**src/rtl/cms_cfg.svh**
```systemverilog
/*
 * Timing counts and index limits for the cache maintenance sequencer.
 * Assumes one processor clock; every timing count is in clocks of that clock.
 */
`ifndef CMS_CFG_SVH
`define CMS_CFG_SVH

// Execute-stage clocks of each invalidate, drain time excluded.
`define INV_LINE_CLKS 9'h009
`define INV_PAGE_CLKS 9'h10A
`define INV_ALL_CLKS 9'h009

// Best-case execute clocks of the push variants.
`define PUSH_LINE_BEST 9'h006
`define PUSH_PAGE_BEST 9'h10B

// Lines handed over by one push variant.
`define PUSH_LINE_LINES 9'h001
`define PUSH_PAGE_LINES 9'h100

// Set-up clocks before the first index; one clock is kept for the end.
`define PUSH_LINE_PRE (`PUSH_LINE_BEST - `PUSH_LINE_LINES - 9'h001)
`define PUSH_PAGE_PRE (`PUSH_PAGE_BEST - `PUSH_PAGE_LINES - 9'h001)

// Longword beats of a line transfer, less one.
`define LINE_BEATS_M1 2'h3

`endif

```
**src/rtl/cms_pkg.sv**
```systemverilog
/*
 * Types shared by the cache maintenance sequencer and its bench.
 * Assumes nothing beyond a SystemVerilog compiler.
 */
package cms_pkg;

    // Maintenance operation issued by the pipeline.
    typedef enum logic [2:0] {
        line_invalidate_op = 3'h0,
        page_invalidate_op = 3'h1,
        whole_cache_invalidate_op = 3'h2,
        line_push_op = 3'h3,
        page_push_op = 3'h4,
        whole_cache_push_op = 3'h5
    } op_e;

    // Push command handed to the external bus side.
    typedef struct packed {
        logic line_xfer;
        logic [7:0] index;
        logic [3:0] dirty;
    } push_cmd_s;

endpackage

```
**src/rtl/cache_maintenance_sequencer.sv**
```systemverilog
/*
 * Cache maintenance sequencer: execute-stage timing of the invalidate and
 * push operations, the data-cache line checker with its push buffer, and
 * the start of the external push transfers.
 * Assumes the cache array answers dirty_mask combinationally for chk_index,
 * and that the bus acknowledge arrives from a pin, one pulse per longword.
 */
// Notes on behaviour
// Line invalidate: nine clocks plus drain.
// Page invalidate: 266 clocks plus drain.
// Whole invalidate: nine clocks plus drain.
// Invalidate waits for writes and prefetches.
// Cache selection never changes invalidate time.
// Address stage held; released on completion.
// Line push: six clocks, more if dirty.
// Page/whole push: 267 clocks best case.
// One index per clock, way-minor order.
// After last index, wait pushes done.
// No next instruction during a push.
// Dirty check loads half, then half.
// Dirty check repeats until buffer free.
// Clean or loaded line advances index.
// Single dirty longword written alone.
// Line transfer; buffer freed first beat.
// Transfer starts clock after second half; code starts it later while a transfer is running.
// Clean checks overlap running transfers.
// After line push, wait next start.
// One-clock completion pulse to pipeline.
`timescale 1ns/1ps
`include "cms_cfg.svh"

module cache_maintenance_sequencer
    import cms_pkg::*;
#(
    parameter int IDX_W = 8
) (
    input wire logic clk,
    input wire logic rst_n,
    input wire logic op_valid,
    input wire op_e op_kind,
    input wire logic [1:0] cache_sel,
    input wire logic [IDX_W-1:0] line_index,
    input wire logic writes_pending,
    input wire logic prefetch_pending,
    input wire logic [3:0] dirty_mask,
    input wire logic bus_cycle_acknowledge,
    output logic op_ready,
    output logic exec_busy,
    output logic eac_hold,
    output logic op_done,
    output logic chk_valid,
    output logic [IDX_W-1:0] chk_index,
    output logic buf_load_lo,
    output logic buf_load_hi,
    output logic transfer_start_strobe,
    output push_cmd_s push_cmd
);

    // ************************************************************
    // Types of the local state machines
    // ************************************************************

    typedef enum logic [2:0] {
        E_IDLE = 3'h0,
        E_DRAIN = 3'h1,
        E_COUNT = 3'h2,
        E_PRE = 3'h3,
        E_ISSUE = 3'h4,
        E_WAIT = 3'h5
    } eu_state_e;

    typedef enum logic [0:0] {
        C_CHECK = 1'h0,
        C_HI = 1'h1
    } chk_state_e;

    typedef enum logic [1:0] {
        B_EMPTY = 2'h0,
        B_HALF = 2'h1,
        B_FULL = 2'h2,
        B_SENT = 2'h3
    } buf_state_e;

    // ************************************************************
    // State
    // ************************************************************

    eu_state_e eu_q, eu_d;
    chk_state_e chk_q, chk_d;
    buf_state_e buf_q, buf_d;
    logic [8:0] cnt_q, cnt_d;
    logic [IDX_W-1:0] idx_q, idx_d;
    logic [IDX_W-1:0] idx_end_q, idx_end_d;
    logic bus_busy_q, bus_busy_d;
    logic bus_line_q, bus_line_d;
    logic [1:0] beats_q, beats_d;
    push_cmd_s cmd_q, cmd_d;
    logic ack_s1_q, ack_s2_q;

    // ************************************************************
    // Decoding
    // ************************************************************

    // The cache selection is deliberately not decoded: every selection
    // walks the same sequence, so the time does not depend on it.
    logic [1:0] sel_unused;
    assign sel_unused = cache_sel;

    logic is_inv;
    logic is_line;
    logic [8:0] inv_clks;
    logic [8:0] pre_clks;
    logic drained;
    logic ack;
    logic dirty;
    logic single;
    logic r19_block;
    logic load_lo;
    logic chk_adv;
    logic idx_last;
    logic ts_fire;
    logic push_idle;
    logic first_ack;

    assign is_inv = (op_kind == line_invalidate_op) ||
                    (op_kind == page_invalidate_op) ||
                    (op_kind == whole_cache_invalidate_op);
    assign is_line = (op_kind == line_push_op);

    // Invalidate length per variant.
    assign inv_clks = (op_kind == page_invalidate_op) ? `INV_PAGE_CLKS :
                      (op_kind == line_invalidate_op) ? `INV_LINE_CLKS :
                      `INV_ALL_CLKS;

    // Set-up clocks ahead of the first index of a push.
    assign pre_clks = is_line ? `PUSH_LINE_PRE : `PUSH_PAGE_PRE;
    // Drain is complete once no write and no prefetch is outstanding.
    assign drained = !writes_pending && !prefetch_pending;
    // Acknowledge comes from a pin and is used only after two flops.
    assign ack = ack_s2_q;
    // One dirty longword is written alone, anything more as a line.
    assign dirty = |dirty_mask;
    assign single = dirty && ((dirty_mask & (dirty_mask - 4'h1)) == 4'h0);
    // A loaded line behind a running line transfer holds up all checks,
    // clean ones included, until its own transfer has started.
    assign r19_block = (buf_q == B_FULL) && bus_busy_q && bus_line_q;
    // A check is made while an index is pending and nothing blocks it.
    assign chk_valid = (eu_q == E_ISSUE) && (chk_q == C_CHECK) && !r19_block;
    assign chk_index = idx_q;
    // Dirty line with a free buffer: first half loads in the check clock.
    assign load_lo = chk_valid && dirty && (buf_q == B_EMPTY);
    assign buf_load_lo = load_lo;
    assign buf_load_hi = (chk_q == C_HI);
    // Clean lines move on at once, without the buffer.
    assign chk_adv = (chk_valid && !dirty) || (chk_q == C_HI);
    assign idx_last = (idx_q == idx_end_q);
    // Transfer starts once the second half is in the buffer and no transfer is running.
    assign ts_fire = (buf_q == B_FULL) && !bus_busy_q;
    assign transfer_start_strobe = ts_fire;

    // First acknowledge of the transfer that emptied the buffer.
    assign first_ack = ack && bus_busy_q && (buf_q == B_SENT);

    assign push_idle = (buf_q == B_EMPTY) && !bus_busy_q &&
                       (chk_q == C_CHECK);

    // Pipeline handshakes.
    assign op_ready = (eu_q == E_IDLE);
    assign exec_busy = (eu_q != E_IDLE);
    assign eac_hold = (eu_q != E_IDLE);
    assign push_cmd = cmd_q;

    // ************************************************************
    // Execute-stage sequence
    // ************************************************************

    // The op_done clock is the last busy clock, so the next instruction
    // is taken in the clock after it.
    always_comb begin
        eu_d = eu_q;
        cnt_d = cnt_q;
        idx_d = idx_q;
        idx_end_d = idx_end_q;
        op_done = 1'b0;
        unique case (eu_q)
            E_IDLE: begin
                if (op_valid && is_inv) begin
                    eu_d = E_DRAIN;
                    cnt_d = inv_clks;
                end else if (op_valid) begin
                    eu_d = E_PRE;
                    cnt_d = pre_clks - 9'h001;
                    idx_d = is_line ? line_index : '0;
                    idx_end_d = is_line ? line_index : '1;
                end
            end
            E_DRAIN: begin
                // The first clock after the drain already counts.
                if (drained) begin
                    eu_d = E_COUNT;
                    cnt_d = cnt_q - 9'h002;
                end
            end
            E_COUNT: begin
                if (cnt_q == 9'h000) begin
                    eu_d = E_IDLE;
                    op_done = 1'b1;
                end else begin
                    cnt_d = cnt_q - 9'h001;
                end
            end
            E_PRE: begin
                if (cnt_q == 9'h000) begin
                    eu_d = E_ISSUE;
                end else begin
                    cnt_d = cnt_q - 9'h001;
                end
            end
            E_ISSUE: begin
                // One index per clock while lines are clean.
                if (chk_adv && idx_last) begin
                    eu_d = E_WAIT;
                end else if (chk_adv) begin
                    idx_d = idx_q + 1'b1;
                end
            end
            E_WAIT: begin
                // Every push must be done before the operation ends.
                if (push_idle && drained) begin
                    eu_d = E_IDLE;
                    op_done = 1'b1;
                end
            end
            default: begin
                eu_d = E_IDLE;
            end
        endcase
    end

    // ************************************************************
    // Line checker and push buffer
    // ************************************************************

    // The buffer frees on the first acknowledge, so a new load may
    // overlap the later beats of a line transfer.
    always_comb begin
        chk_d = chk_q;
        buf_d = buf_q;
        cmd_d = cmd_q;
        if (load_lo) begin
            chk_d = C_HI;
            buf_d = B_HALF;
            cmd_d.line_xfer = !single;
            cmd_d.index = 8'(idx_q);
            cmd_d.dirty = dirty_mask;
        end else if (chk_q == C_HI) begin
            chk_d = C_CHECK;
            buf_d = B_FULL;
        end else if (ts_fire) begin
            buf_d = B_SENT;
        end else if (first_ack) begin
            buf_d = B_EMPTY;
        end
    end

    // ************************************************************
    // External push transfer tracking
    // ************************************************************

    always_comb begin
        bus_busy_d = bus_busy_q;
        bus_line_d = bus_line_q;
        beats_d = beats_q;
        if (ts_fire) begin
            bus_busy_d = 1'b1;
            bus_line_d = cmd_q.line_xfer;
            beats_d = cmd_q.line_xfer ? `LINE_BEATS_M1 : 2'h0;
        end else if (ack && bus_busy_q) begin
            if (beats_q == 2'h0) begin
                bus_busy_d = 1'b0;
            end else begin
                beats_d = beats_q - 2'h1;
            end
        end
    end

    // ************************************************************
    // Registers
    // ************************************************************

    // Acknowledge synchroniser; the first flop feeds only the second.
    always_ff @(posedge clk) begin
        if (!rst_n) begin
            ack_s1_q <= 1'b0;
            ack_s2_q <= 1'b0;
        end else begin
            ack_s1_q <= bus_cycle_acknowledge;
            ack_s2_q <= ack_s1_q;
        end
    end

    always_ff @(posedge clk) begin
        if (!rst_n) begin
            eu_q <= E_IDLE;
            cnt_q <= 9'h000;
            idx_q <= '0;
            idx_end_q <= '0;
        end else begin
            eu_q <= eu_d;
            cnt_q <= cnt_d;
            idx_q <= idx_d;
            idx_end_q <= idx_end_d;
        end
    end

    // Buffer and bus state hand the push over between them, so they share one process.
    always_ff @(posedge clk) begin
        if (!rst_n) begin
            chk_q <= C_CHECK;
            buf_q <= B_EMPTY;
            cmd_q <= '0;
            bus_busy_q <= 1'b0;
            bus_line_q <= 1'b0;
            beats_q <= 2'h0;
        end else begin
            chk_q <= chk_d;
            buf_q <= buf_d;
            cmd_q <= cmd_d;
            bus_busy_q <= bus_busy_d;
            bus_line_q <= bus_line_d;
            beats_q <= beats_d;
        end
    end

endmodule

```
**config.mk**
```make
export PLATFORM = sky130hd
export DESIGN_NAME = cache_maintenance_sequencer
export DESIGN_NICKNAME = d
export VERILOG_FILES = /design/src/rtl/cms_pkg.sv /design/src/rtl/cache_maintenance_sequencer.sv
export VERILOG_INCLUDE_DIRS = /design/src /design/src/rtl
export SDC_FILE = /design/constraint.sdc
export NUM_CORES = 1
export LEC_CHECK = 0
export ABC_CLOCK_PERIOD_IN_PS = 5900
export BUFFER_PORTS_ARGS = -buffer_cell sky130_fd_sc_hd__buf_4
export CORE_ASPECT_RATIO = 2
export CORE_MARGIN = 8
export CORE_UTILIZATION = 60
export DETAILED_ROUTE_END_ITERATION = 12
export GPL_ROUTABILITY_DRIVEN = 0
export PLACE_DENSITY_LB_ADDON = 0.12
export SYNTH_ARGS = -nofsm -noshare
export SYNTH_HDL_FRONTEND = slang
export SYNTH_SLANG_ARGS = --single-unit
```
**constraint.sdc**
```tcl
create_clock -name clk -period 5.9 [get_ports clk]
set_input_delay 0.885 -clock clk [delete_from_list [all_inputs] [get_ports clk]]
set_output_delay 0.885 -clock clk [all_outputs]
set_load 0.01 [all_outputs]
```
==> reports/qor.txt <==
CP Max Fanout = 21
Syn-to-layout area delta = 15.8%
First-pass GRT wire length = 11100 um
Worst Setup Slack, final = 2550 ps
Worst-path clk slew = 90 ps
Primary FF master, synth = dfxtp_1
Commonest cells after routing, fill and taps aside = 50 x dfxtp_1, 49 x buf_4, 41 x nor2_1
Crit. End Element = output pin
Status = completed
Core ar. = 4510 um2
Synth Area in Compound Gates = 0.196
CP Class = reg2out
Area of the die = 7140 um2
Post-synth cell types = 63
Post-synthesis xor/xnor area fraction = 0.0414
Port Buffers = 49
Post-Syn Area = 2750 um2
Startpoint Class = flop
WHS = 447 ps
Critical path arrival = 2460 ps
P per Cell Area = 381 nW/um2
Hold Path Class = reg2reg
EDFF count, synth = 0
Drt wl/cell = 15.9 um
Top post-synthesis cells by area = dfxtp_1 36%, nor2_1 5.6%, mux2i_1 4.4%
Layout filler cell count = 365
Share of cells above drive strength 1 = 0.193
Worst Skew = 2.56 ps
Fin. max-slew vios = 0
Setup WS pre-CTS = 2590 ps
Worst slew pin tran = 790 ps
Post-route ant nets = 0
Peak VDD IR = 0.294 mV
Commonest non-fill, non-tap cell in the layout = dfxtp_1
Clock Tree Buf Depth = 2
Post-Syn Area per Cell = 8.39 um2
Clk sinks = 50
Post-Route WL = 6660 um
Biggest area consumer among synthesized cells = dfxtp_1
Remaining global-route overflow = 0
Post-CTS Setup Inserts = 0
Largest family of logic cells by synthesized area = simple AND/OR/NAND/NOR gates
Worst-skew pair later-pin latency = 300 ps
Largest net degree at the start of global routing = 46
Sequential share of the synthesized area = 0.364
Number of gates resized after CTS = 0
Hold-fix buffers, CTS = 0
Net Count, Synth = 357
DRC = 0
CTS buffer count = 5
# rows = 35
Setup_tns = 0 ps
Initial drt markers = 188
Die H = 112 um
Initial Util = 0.610
CP required = 5020 ps
Simple-gate share of the synthesized area = 0.263
First-pass DRT Iterations = 4
Overall routing resource usage = 0.185
Area after DPL = 3080 um2
Die X = 63.9 um
Period minus WS final = 3350 ps
Final Hold Fails = 0
Post-synth ARST share = 0
CTS tree = done
Mux share of post-synthesis cell area = 0.0436
Max cap viols = 0
Max-slew headroom = 0.474
Diode count = 0
Leakage = 1.31 nW
Initial antenna violation count = 0
Max H-tree Level = 2
Cells after Synth = 328
Vias in the first global route = 2390
Unrepaired setup endpoints after global routing = false
FF+latch count, synth = 50
Design area = 3190 um2
Adder-Cell Fraction of Synth Area = 0.0309
Clock root cell = clkbuf_8
Final setup violation count = 0
HPWL Detailed = 4830 um
Post-synth top area share = 0.364
Achievable Freq = 0.299 GHz
# nets final = 391
Synthesis Warnings = 0
# IOs = 52
DR vias/cell = 6.18
Period utilisation layout = 0.567
Via count = 2584
-- final cells by class --
cell class / count / area, um2 / area share
multi-input cells: 241 / 1580 / 0.496
flip-flops and latches: 50 / 1000 / 0.314
clock inverters: 3 / 43.8 / 0.0137
well taps: 55 / 68.8 / 0.0216
clock buffers: 5 / 68.8 / 0.0216
inverters: 15 / 56.3 / 0.0177
repair buffers: 49 / 368 / 0.115
-- per-stage QoR --
| stage | utilization | cells | power [mW] |
|---|---|---|---|
| finish | 0.707 | 418 | 1.21 |
| global route | 0.707 | 418 | 1.29 |
| CTS | 0.707 | 418 | 1.21 |
| detailed placement | 0.682 | 410 | 0.967 |
| global placement | 0.682 | 410 | 0.949 |
| floorplan | - | 328 | 0.852 |
-- layer usage --
metal  vias to the layer above  track usage  part of all wire
li1                       1262            -                 -
met1                      1222        0.218              0.41
met2                        90        0.303              0.50
met3                        10       0.0472             0.065
met4                         0       0.0825             0.021
met5                         -            0                 0
-- path summary, 6_finish.rpt --
| check | cells past startpoint | endpoint | from | slack (ps) |
|---|---|---|---|---|
| worst max-delay path | 4 | buf_load_lo | eu_q[2]$_SDFFE_PN0P_ | 2550 |
| worst min-delay path | 1 | ack$_SDFF_PN0_ | ack_s1_q$_SDFF_PN0_ | 450 |
| worst max register to register | 4 | push_cmd[12]$_SDFFE_PN0P_ | eu_q[2]$_SDFFE_PN0P_ | 3320 |
| worst min register to register | 1 | ack$_SDFF_PN0_ | ack_s1_q$_SDFF_PN0_ | 450 |
-- registers in the layout, summed over array words and instances, names as in the netlist, 2 cells and up --
signal / cells
cnt_q: 9
eu_q: 3
beats_q: 2
buf_q: 2
idx_end_q: 8
chk_index: 8
push_cmd: 13
-- critical path, cell delays in order, from the launching register on --
cell and delay [ps]:
dfxtp_1 760, nand2_2 180, or4b_1 930, inv_1 150, buf_4 130
-- kinds of logic after synthesis --
logic type                 after synthesis
xor gates and xnor gates                13
AOI/OAI and AO/OA                       74
adders and majority gates                7
and+or+nand+nor                        135
buffers and inverters                   37
muxes                                   12
DFF                                     50
-- report_power, final --
part | internal, mW | total [mW] | switching [mW]
combinational | 0.216 | 0.494 | 0.278
sequential | 0.390 | 0.475 | 0.0850
clock | 0.127 | 0.244 | 0.117
-- synth_stat cells, types with 3 or more instances --
cell type,number
a211oi_1,9
a21oi_1,17
a222oi_1,5
a31oi_1,4
and2_1,3
and3_1,4
buf_2,4
buf_6,3
clkbuf_1,13
dfxtp_1,50
ha_1,6
inv_1,14
mux2i_1,12
nand2_1,14
nand2b_1,4
nand3_1,10
nand4_1,5
nor2_1,41
nor2b_1,5
nor3_1,24
nor4_1,5
o211ai_1,3
o21ai_0,11
o31ai_1,3
or4_1,3
xnor2_1,13
Power figures use the tool's default switching activity.
